File: src/design/branch_bit_pkg.sv
/*
 Constants, opcode classes and state codes for the branch, bit and control
 decoder. Assumes an 8-bit core with a 12-bit program counter and a
 256-byte data space.
*/
package branch_bit_pkg;

   // ----------------------------------------------------------------
   // cycle counts per instruction group
   // ----------------------------------------------------------------
   localparam logic [2:0] CYC_SHORT = 3'h2;
   localparam logic [2:0] CYC_BT = 3'h5;
   localparam logic [2:0] CYC_BIT = 3'h4;
   localparam logic [2:0] CYC_CTRL = 3'h2;
   localparam logic [2:0] CYC_LONG = 3'h4;
   localparam logic [2:0] CYC_OTHER = 3'h1;

   // ----------------------------------------------------------------
   // opcode low nibbles and whole control opcodes
   // ----------------------------------------------------------------
   localparam logic [3:0] LO_JUMP_IF_NONZERO = 4'h0;
   localparam logic [3:0] LO_CALL = 4'h1;
   localparam logic [3:0] LO_JUMP_IF_NO_CARRY = 4'h2;
   localparam logic [3:0] LO_BT = 4'h3;
   localparam logic [3:0] LO_JRZ = 4'h4;
   localparam logic [3:0] LO_JRC = 4'h6;
   localparam logic [3:0] LO_JP = 4'h9;
   localparam logic [3:0] LO_BIT = 4'hB;
   localparam logic [7:0] OP_NOP = 8'h04;
   localparam logic [7:0] OP_RET = 8'h05;
   localparam logic [7:0] OP_INTERRUPT_RETURN = 8'h25;
   localparam logic [7:0] OP_STOP = 8'h45;
   localparam logic [7:0] OP_WAIT = 8'h65;

   // ----------------------------------------------------------------
   // address steps and return stack
   // ----------------------------------------------------------------
   localparam logic [11:0] STEP_1 = 12'h001;
   localparam logic [11:0] STEP_2 = 12'h002;
   localparam logic [11:0] STEP_3 = 12'h003;
   localparam logic [11:0] PC_RESET = 12'h000;
   localparam int STACK_DEPTH = 4;

   typedef enum logic [3:0] {
      C_SHORT, C_BT, C_BIT, C_LONG, C_CALL, C_NOP,
      C_RET, C_INTERRUPT_RETURN, C_STOP, C_WAIT, C_OTHER
   } op_class_e;

   typedef enum logic [2:0] {
      ST_RUN = 3'b001,
      ST_SLEEP = 3'b010,
      ST_OTHER = 3'b100
   } state_e;

endpackage

File: src/design/branch_bit_control_decoder.sv
/*
 Decode and execute of short relative jumps, bit-test jumps, bit set and
 clear, control instructions and long jump and call. Assumes program
 memory and data space answer combinationally to registered addresses,
 and that the core handles every other opcode through the other_op
 handshake.
*/
`timescale 1ns/1ps
module branch_bit_control_decoder (
   input wire logic clk,
   input wire logic sys_rst,
   output logic [11:0] prog_addr,
   input wire logic [7:0] prog_data,
   output logic [7:0] ds_addr,
   input wire logic [7:0] ds_rdata,
   output logic [7:0] ds_wdata,
   output logic ds_we,
   input wire logic watchdog_pin,
   input wire logic saved_z,
   input wire logic saved_c,
   input wire logic wake,
   output logic other_op,
   input wire logic other_done,
   input wire logic [11:0] other_pc,
   output logic stop_req,
   output logic wait_req,
   output logic instr_done,
   output logic flag_z,
   output logic flag_c,
   output logic [11:0] pc
);

   // ----------------------------------------------------------------
   // state and decode
   // ----------------------------------------------------------------
   branch_bit_pkg::state_e st_q;
   branch_bit_pkg::op_class_e cls;
   logic [2:0] cyc_q, ncyc, bit_idx;
   logic [11:0] pc_q, fetch_q, next_pc;
   logic [7:0] op_q, b1_q, b2_q, wbyte;
   logic z_q, c_q, tbit_q, tbit, wd_m_q, wd_q;
   logic start, last, short_taken, bt_taken;
   logic [7:0] op;
   localparam int STACK_DEPTH_L = branch_bit_pkg::STACK_DEPTH;
   logic [11:0] stk [STACK_DEPTH_L];
   logic [1:0] sp_q;

   // the opcode is live on the bus in its first cycle, latched after
   assign start = (st_q == branch_bit_pkg::ST_RUN) && (cyc_q == 3'h0);
   assign op = start ? prog_data : op_q;
   assign last = (st_q == branch_bit_pkg::ST_RUN) &&
                 (cls != branch_bit_pkg::C_OTHER) &&
                 (cyc_q == ncyc - 3'h1);

   opcode_classify u_cls (
      .opcode(op),
      .cls(cls),
      .ncyc(ncyc),
      .bit_idx(bit_idx)
   );

   // modified byte is built from the byte as read in cycle 2
   bit_unit u_bit (
      .byte_in(ds_rdata),
      .bit_idx(bit_idx),
      .set_bit(op_q[4]),
      .byte_out(wbyte),
      .bit_val(tbit)
   );

   // ----------------------------------------------------------------
   // branch conditions and next address
   // ----------------------------------------------------------------
   // nibble bit 1 picks carry or zero, bit 2 the wanted level
   assign short_taken = op_q[1] ? (c_q == op_q[2]) : (z_q == op_q[2]);
   assign bt_taken = (tbit_q == op_q[4]);

   always_comb begin
      next_pc = pc_q + branch_bit_pkg::STEP_1;
      case (cls)
         branch_bit_pkg::C_SHORT:
            if (short_taken) begin
               // 5-bit displacement from the opcode's successor
               next_pc = pc_q + branch_bit_pkg::STEP_1 +
                         {{7{op_q[7]}}, op_q[7:3]};
            end
         branch_bit_pkg::C_BT:
            if (bt_taken) begin
               next_pc = pc_q + branch_bit_pkg::STEP_2 +
                         {{4{b2_q[7]}}, b2_q};
            end else begin
               next_pc = pc_q + branch_bit_pkg::STEP_3;
            end
         branch_bit_pkg::C_BIT:
            next_pc = pc_q + branch_bit_pkg::STEP_2;
         branch_bit_pkg::C_LONG,
         branch_bit_pkg::C_CALL:
            next_pc = {op_q[7:4], b1_q};
         branch_bit_pkg::C_RET,
         branch_bit_pkg::C_INTERRUPT_RETURN:
            next_pc = stk[sp_q - 2'h1];
         default:
            next_pc = pc_q + branch_bit_pkg::STEP_1;
      endcase
   end

   // ----------------------------------------------------------------
   // sequencer
   // ----------------------------------------------------------------
   // cycle counter pads every instruction except foreign opcodes to its documented length
   always_ff @(posedge clk or posedge sys_rst) begin
      if (sys_rst) begin
         st_q <= branch_bit_pkg::ST_RUN;
         cyc_q <= 3'h0;
      end else begin
         case (st_q)
            branch_bit_pkg::ST_RUN:
               if (start && cls == branch_bit_pkg::C_OTHER) begin
                  st_q <= branch_bit_pkg::ST_OTHER;
               end else if (last) begin
                  cyc_q <= 3'h0;
                  if (cls == branch_bit_pkg::C_STOP || cls == branch_bit_pkg::C_WAIT) begin
                     st_q <= branch_bit_pkg::ST_SLEEP;
                  end
               end else begin
                  cyc_q <= cyc_q + 3'h1;
               end
            branch_bit_pkg::ST_SLEEP:
               if (wake) begin
                  st_q <= branch_bit_pkg::ST_RUN;
               end
            branch_bit_pkg::ST_OTHER:
               if (other_done) begin
                  st_q <= branch_bit_pkg::ST_RUN;
               end
            default:
               st_q <= branch_bit_pkg::ST_RUN;
         endcase
      end
   end

   // program counter and registered fetch address
   always_ff @(posedge clk or posedge sys_rst) begin
      if (sys_rst) begin
         pc_q <= branch_bit_pkg::PC_RESET;
         fetch_q <= branch_bit_pkg::PC_RESET;
      end else if (st_q == branch_bit_pkg::ST_OTHER && other_done) begin
         pc_q <= other_pc;
         fetch_q <= other_pc;
      end else if (last) begin
         pc_q <= next_pc;
         fetch_q <= next_pc;
      end else if (start) begin
         fetch_q <= pc_q + branch_bit_pkg::STEP_1;
      end else if (st_q == branch_bit_pkg::ST_RUN && cyc_q == 3'h1) begin
         fetch_q <= pc_q + branch_bit_pkg::STEP_2;
      end
   end

   // operand bytes; the byte after the opcode addresses data
   always_ff @(posedge clk or posedge sys_rst) begin
      if (sys_rst) begin
         op_q <= branch_bit_pkg::OP_NOP;
         b1_q <= 8'h00;
         b2_q <= 8'h00;
         tbit_q <= 1'b0;
      end else if (start) begin
         op_q <= prog_data;
      end else if (cyc_q == 3'h1) begin
         b1_q <= prog_data;
      end else if (cyc_q == 3'h2) begin
         b2_q <= prog_data; // bit_branch_offset byte
         tbit_q <= tbit;
      end
   end

   // data space access: read in cycle 2, write back in cycle 3
   always_ff @(posedge clk or posedge sys_rst) begin
      if (sys_rst) begin
         ds_addr <= 8'h00;
         ds_wdata <= 8'h00;
         ds_we <= 1'b0;
      end else begin
         ds_we <= 1'b0;
         if (st_q == branch_bit_pkg::ST_RUN && cyc_q == 3'h1) begin
            ds_addr <= prog_data;
         end
         if (st_q == branch_bit_pkg::ST_RUN && cyc_q == 3'h2 &&
             cls == branch_bit_pkg::C_BIT) begin
            ds_wdata <= wbyte;
            ds_we <= 1'b1;
         end
      end
   end

   // flags: only bit-test jumps and interrupt_return touch them
   always_ff @(posedge clk or posedge sys_rst) begin
      if (sys_rst) begin
         z_q <= 1'b0;
         c_q <= 1'b0;
      end else if (last && cls == branch_bit_pkg::C_BT) begin
         c_q <= tbit_q;
      end else if (last && cls == branch_bit_pkg::C_INTERRUPT_RETURN) begin
         z_q <= saved_z;
         c_q <= saved_c;
      end
   end

   // return stack; overflow wraps and overwrites the oldest entry
   always_ff @(posedge clk or posedge sys_rst) begin
      if (sys_rst) begin
         sp_q <= 2'h0;
         for (int i = 0; i < STACK_DEPTH_L; i++) begin
            stk[i] <= branch_bit_pkg::PC_RESET;
         end
      end else if (last && cls == branch_bit_pkg::C_CALL) begin
         stk[sp_q] <= pc_q + branch_bit_pkg::STEP_2;
         sp_q <= sp_q + 2'h1;
      end else if (last && (cls == branch_bit_pkg::C_RET ||
                            cls == branch_bit_pkg::C_INTERRUPT_RETURN)) begin
         sp_q <= sp_q - 2'h1;
      end
   end

   // watchdog option is a pin: two flops before use
   always_ff @(posedge clk or posedge sys_rst) begin
      if (sys_rst) begin
         wd_m_q <= 1'b0;
         wd_q <= 1'b0;
      end else begin
         wd_m_q <= watchdog_pin;
         wd_q <= wd_m_q;
      end
   end

   // ----------------------------------------------------------------
   // outputs
   // ----------------------------------------------------------------
   // stop degrades to wait while the watchdog option is set, so the watchdog can never be frozen
   assign stop_req = last && cls == branch_bit_pkg::C_STOP && !wd_q;
   assign wait_req = last && (cls == branch_bit_pkg::C_WAIT ||
                              (cls == branch_bit_pkg::C_STOP && wd_q));
   assign other_op = start && cls == branch_bit_pkg::C_OTHER;
   assign instr_done = last;
   assign prog_addr = fetch_q;
   assign flag_z = z_q;
   assign flag_c = c_q;
   assign pc = pc_q;
endmodule // branch_bit_control_decoder

File: src/design/opcode_classify.sv
/*
 Combinational opcode classifier: group, cycle count and bit position.
 Assumes the opcode byte is stable while it is looked at.
*/
`timescale 1ns/1ps
module opcode_classify (
   input wire logic [7:0] opcode,
   output branch_bit_pkg::op_class_e cls,
   output logic [2:0] ncyc,
   output logic [2:0] bit_idx
);

   // ----------------------------------------------------------------
   // decode
   // ----------------------------------------------------------------
   // whole control opcodes first, since 04 sits in a jump column
   // short jumps ignore nibble bit 3: it is the displacement's low bit
   always_comb begin
      cls = branch_bit_pkg::C_OTHER;
      ncyc = branch_bit_pkg::CYC_OTHER;
      if (opcode == branch_bit_pkg::OP_NOP) begin
         cls = branch_bit_pkg::C_NOP;
         ncyc = branch_bit_pkg::CYC_CTRL;
      end else if (opcode == branch_bit_pkg::OP_RET) begin
         cls = branch_bit_pkg::C_RET;
         ncyc = branch_bit_pkg::CYC_CTRL;
      end else if (opcode == branch_bit_pkg::OP_INTERRUPT_RETURN) begin
         cls = branch_bit_pkg::C_INTERRUPT_RETURN;
         ncyc = branch_bit_pkg::CYC_CTRL;
      end else if (opcode == branch_bit_pkg::OP_STOP) begin
         cls = branch_bit_pkg::C_STOP;
         ncyc = branch_bit_pkg::CYC_CTRL;
      end else if (opcode == branch_bit_pkg::OP_WAIT) begin
         cls = branch_bit_pkg::C_WAIT;
         ncyc = branch_bit_pkg::CYC_CTRL;
      end else if ({1'b0, opcode[2:0]} == branch_bit_pkg::LO_JUMP_IF_NONZERO ||
                   {1'b0, opcode[2:0]} == branch_bit_pkg::LO_JUMP_IF_NO_CARRY ||
                   {1'b0, opcode[2:0]} == branch_bit_pkg::LO_JRZ ||
                   {1'b0, opcode[2:0]} == branch_bit_pkg::LO_JRC) begin
         cls = branch_bit_pkg::C_SHORT;
         ncyc = branch_bit_pkg::CYC_SHORT;
      end else if (opcode[3:0] == branch_bit_pkg::LO_CALL) begin
         cls = branch_bit_pkg::C_CALL;
         ncyc = branch_bit_pkg::CYC_LONG;
      end else if (opcode[3:0] == branch_bit_pkg::LO_JP) begin
         cls = branch_bit_pkg::C_LONG;
         ncyc = branch_bit_pkg::CYC_LONG;
      end else if (opcode[3:0] == branch_bit_pkg::LO_BT) begin
         cls = branch_bit_pkg::C_BT;
         ncyc = branch_bit_pkg::CYC_BT;
      end else if (opcode[3:0] == branch_bit_pkg::LO_BIT) begin
         cls = branch_bit_pkg::C_BIT;
         ncyc = branch_bit_pkg::CYC_BIT;
      end
   end

   // bit position sits reversed in the top three opcode bits
   assign bit_idx = {opcode[5], opcode[6], opcode[7]};

endmodule // opcode_classify

File: src/design/bit_unit.sv
/*
 Combinational bit set, clear and test on one data byte.
 Assumes the byte and bit position are valid in the same cycle.
*/
`timescale 1ns/1ps
module bit_unit (
   input wire logic [7:0] byte_in,
   input wire logic [2:0] bit_idx,
   input wire logic set_bit,
   output logic [7:0] byte_out,
   output logic bit_val
);

   // ----------------------------------------------------------------
   // per-bit modify
   // ----------------------------------------------------------------
   // only the selected bit changes; the rest pass as read
   for (genvar i = 0; i < 8; i++) begin : g_bit
      assign byte_out[i] = (bit_idx == 3'(i)) ? set_bit : byte_in[i];
   end

   assign bit_val = byte_in[bit_idx];

endmodule // bit_unit

File: config.mk
export PLATFORM = sky130hd
export DESIGN_NAME = branch_bit_control_decoder
export DESIGN_NICKNAME = d
export VERILOG_FILES = /design/src/design/branch_bit_pkg.sv /design/src/design/branch_bit_control_decoder.sv /design/src/design/opcode_classify.sv /design/src/design/bit_unit.sv
export SDC_FILE = /design/constraint.sdc
export NUM_CORES = 1
export LEC_CHECK = 0
export BUFFER_PORTS_ARGS = -buffer_cell sky130_fd_sc_hd__buf_2
export CAP_MARGIN = 20
export CELL_PAD_IN_SITES_DETAIL_PLACEMENT = 1
export CELL_PAD_IN_SITES_GLOBAL_PLACEMENT = 1
export CORE_MARGIN = 3
export CORE_UTILIZATION = 46
export CTS_CLUSTER_SIZE = 10
export DETAILED_ROUTE_END_ITERATION = 12
export PLACE_DENSITY = 0.82
export SYNTH_ARGS = -nofsm -noshare
export SYNTH_HDL_FRONTEND = slang
export SYNTH_HIERARCHICAL = 1
export SYNTH_SLANG_ARGS = --single-unit
File: constraint.sdc
create_clock -name clk -period 5.18 [get_ports clk]
set_clock_uncertainty 0.05 [all_clocks]
set_input_delay 0.259 -clock clk [delete_from_list [all_inputs] [get_ports clk]]
set_output_delay 0.259 -clock clk [all_outputs]
set_load 0.02 [all_outputs]
==> out/qor.json <==
{
  "cts-buffers-inserted": {"value": 17},
  "yosys_most_used_dff": {"value": "dfrtp_1"},
  "grt_overflow": {"value": 0},
  "synth_enable_flop_cells": {"value": 0},
  "yosys_synthesis_warning_count": {"value": 6},
  "diodes": {"value": 0},
  "nNetsFinal": {"value": 1087},
  "viasPerCell": {"value": 6.30},
  "path_class": {"value": "flip-flop to primary output"},
  "synth-compound-area-share": {"value": 19.7, "unit": "%"},
  "fmaxAchievable": {"value": 208, "unit": "MHz"},
  "critical_path.max_fanout": {"value": 14},
  "clkSlewWorstSetupHoldPaths": {"value": 0.06, "unit": "ns"},
  "chipHeight": {"value": 142, "unit": "um"},
  "grt_antenna_before_repair": {"value": 0},
  "fraction_of_synthesized_cell_area_taken_by_the_top_area_cell_type": {"value": 36.5, "unit": "%"},
  "grt_first_pass_wirelength": {"value": 47100, "unit": "um"},
  "die_width": {"value": 142, "unit": "um"},
  "ys_async_sr_fraction": {"value": 100, "unit": "%"},
  "max_slew_margin": {"value": 28.4, "unit": "%"},
  "netlist.top_cell.by_area": {"value": "dfrtp_1"},
  "rows": {"value": 49},
  "synth-simple-area-share": {"value": 17.3, "unit": "%"},
  "per_cell_routed_wire_length": {"value": 24.0, "unit": "um"},
  "drv_slew": {"value": 0},
  "drive_gt1_share": {"value": 21.5, "unit": "%"},
  "tritoncts_clock_tree": {"value": "built"},
  "syn_avg_cell_area": {"value": 9.12, "unit": "um^2"},
  "die-area": {"value": 0.0201, "unit": "mm^2"},
  "run_status": {"value": "complete, but fails checks"},
  "ctsHtreeMaxLevel": {"value": 4},
  "post_synthesis_instance_area": {"value": 0.00849, "unit": "mm^2"},
  "synth_top_family_by_area": {"value": "compound AO/OA/AOI/OAI gates"},
  "grt.total_usage": {"value": 30.3, "unit": "%"},
  "finalSetupTns": {"value": 0, "unit": "ns"},
  "max_capacitance_violation_count": {"value": 0},
  "rsz0062_at_grt": {"value": "no"},
  "dr_total_vias": {"value": 7905},
  "routed_wirelength": {"value": 30100, "unit": "um"},
  "required": {"value": 4.87, "unit": "ns"},
  "synth_area_leaders": {"value": "dfrtp_1 (37%), nand2_1 (5.8%), ha_1 (5.4%)"},
  "fp.coreArea": {"value": 0.0180, "unit": "mm^2"},
  "setup.worst_path.start_class": {"value": "flip-flop"},
  "clk_latency": {"value": 0.43, "unit": "ns"},
  "synth-seq-area-share": {"value": 37.1, "unit": "%"},
  "dr.pass1.iters": {"value": 5},
  "tightestPinTransition": {"value": 1.07, "unit": "ns"},
  "worstHoldPathType": {"value": "input port to asynchronous set/reset pin"},
  "critPathCaptureType": {"value": "primary output"},
  "layout_worst_path_cycle_share": {"value": 93.0, "unit": "%"},
  "post_detail_place_hpwl": {"value": 22100, "unit": "um"},
  "yosys.area_share.adder": {"value": 5.92, "unit": "%"},
  "failed_checks": {"value": "hold timing"},
  "fillers": {"value": 2142},
  "synth.distinct_cells": {"value": 86},
  "numPortBuffers": {"value": 81},
  "final_period_minus_worst_setup_slack": {"value": 4.82, "unit": "ns"},
  "parity_gate_share_of_the_synthesized_area_counting_xor_and_xnor_cells": {"value": 4.95, "unit": "%"},
  "layout_commonest_cell": {"value": "nand2_1"},
  "post_synth_mux_area_share": {"value": 10.4, "unit": "%"},
  "most-common-layout-cells": {"value": "nand2_1 (132), dfrtp_1 (124), nor2_1 (83), buf_2 (81), o21ai_0 (71)"},
  "area_growth_syn_to_layout": {"value": 14.6, "unit": "%"},
  "synthesis.instances": {"value": 931},
  "clock_sink_count": {"value": 126},
  "finalHoldWorstSlack": {"value": -0.00597, "unit": "ns"},
  "floorplan.initialDensity": {"value": 47.1, "unit": "%"},
  "timing.final.setup_violations": {"value": 0},
  "postRouteAntennaNets": {"value": 0},
  "syn_nets": {"value": 1005},
  "report.final.hold_viol_count": {"value": 2},
  "post-route-drc-count": {"value": 0},
  "worst_ep_arrival_time": {"value": 4.51, "unit": "ns"},
  "number_of_global_route_vias_before_repair": {"value": 8034},
  "boundaryPins": {"value": 82},
  "detail_route.iter0.violations": {"value": 541},
  "grt_start_max_net_pins": {"value": 76},
  "gp_routability_congestion": {"value": 0.965},
  "cts_root_buffer": {"value": "clkbuf_16"},
  "ys_ff_latch": {"value": 126},
  "regToRegSetupSlack": {"value": 0.51, "unit": "ns"},
  "cts-root-to-sink-buffers": {"value": 2}
}
-- worst max-delay path, cell delays in order, from the launching register on --
cell and delay, ns:
dfrtp_1 0.49, nor4b_4 0.46, nand2_1 0.28, nand2_1 0.13
nand2_1 0.35, o31a_1 0.41, nor4_2 0.17, and4bb_1 0.28
nor2_1 0.26, nand4_4 0.34, or3_1 0.55, nor2_1 0.16
buf_2 0.18
-- cell families after synthesis --
group,count (synthesis)
muxes,64
xor gates and xnor gates,45
buffers and inverters,89
adders and majority gates,39
DFF,126
and+or+nand+nor,317
AOI/OAI and AO/OA,251
-- layer usage --
metal	vias to the layer above	global-route usage, %	routed length (um)
met5	-	0	0
met4	0	12.7	1230
met3	91	5.12	1770
met2	344	49.0	14300
met1	3952	40.3	12800
li1	3518	-	-
-- area by class of cell --
type,instances,area [um^2],area share [%]
Sequential cell,126,3160,32.4
Clock inverter,10,70.1,0.720
Inverter,38,145,1.49
Multi-Input combinational cell,716,4980,51.1
Timing Repair Buffer,114,658,6.76
Clock buffer,21,440,4.53
Tap cell,229,287,2.94
-- synthesized netlist by cell type (20+ instances only) --
cell type,count
nor2_1,83
a21oi_1,59
xnor2_1,22
dfrtp_1,124
clkbuf_1,25
xor2_1,21
mux2_2,39
inv_1,36
nand2_1,132
o21ai_0,71
ha_1,37
nor3_1,20
nand3_1,23
-- path summary, 6_finish.rpt --
check | to | cells after the start | startpoint
setup / recovery | wait_req | 12 | cyc_q[2]$_DFFE_PP0P_
hold / removal | ds_addr[3]$_DFFE_PP0P_ | 2 | sys_rst
setup reg to reg | prog_addr[1]$_DFFE_PP0P_ | 15 | cyc_q[2]$_DFFE_PP0P_
hold reg to reg | wd_q$_DFF_PP0_ | 0 | wd_m_q$_DFF_PP0_
max in group asynchronous | pc[10]$_DFFE_PP0P_ | 3 | sys_rst
min in group clk | prog_addr[10]$_DFFE_PP0P_ | 2 | other_pc[10]
-- through the flow --
| step | utilization [%] | area, um^2 | hold slack (ns) | instances | setup WS [ns] |
|---|---|---|---|---|---|
| 5_1_grt | 54.0 | 9730 | 0.0125 | 1254 | 0.0983 |
| 6_report | 54.0 | 9730 | -0.00597 | 1254 | 0.361 |
| 2_1_floorplan | - | 8490 | 0.240 | 931 | 1.04 |
| 4_1_cts | 53.9 | 9710 | 0.00660 | 1254 | 0.0833 |
| 3_3_place_gp | 50.9 | 9180 | 0.284 | 1221 | 0.401 |
| 3_5_place_dp | 50.9 | 9180 | 0.296 | 1221 | 0.228 |
-- flip-flops by register name (all words and copies together), names as in the netlist, 8 cells and up --
signal and flops:
ds_addr 8, ds_wdata 8, b2_q 8, op_q 8, stk 48, pc 12
b1_q 8, prog_addr 12
-- repair_timing --
action	4_1_cts	5_1_grt
setup buffers	0	0
setup endpoints to repair	2	5
endpoints found under the hold margin	2	0
resized for setup	1	3
hold buffers	2	0
Power is left out: the tool's default activity adds up to more than one toggle a clock period on the data nets, which glitch-free logic cannot reach.
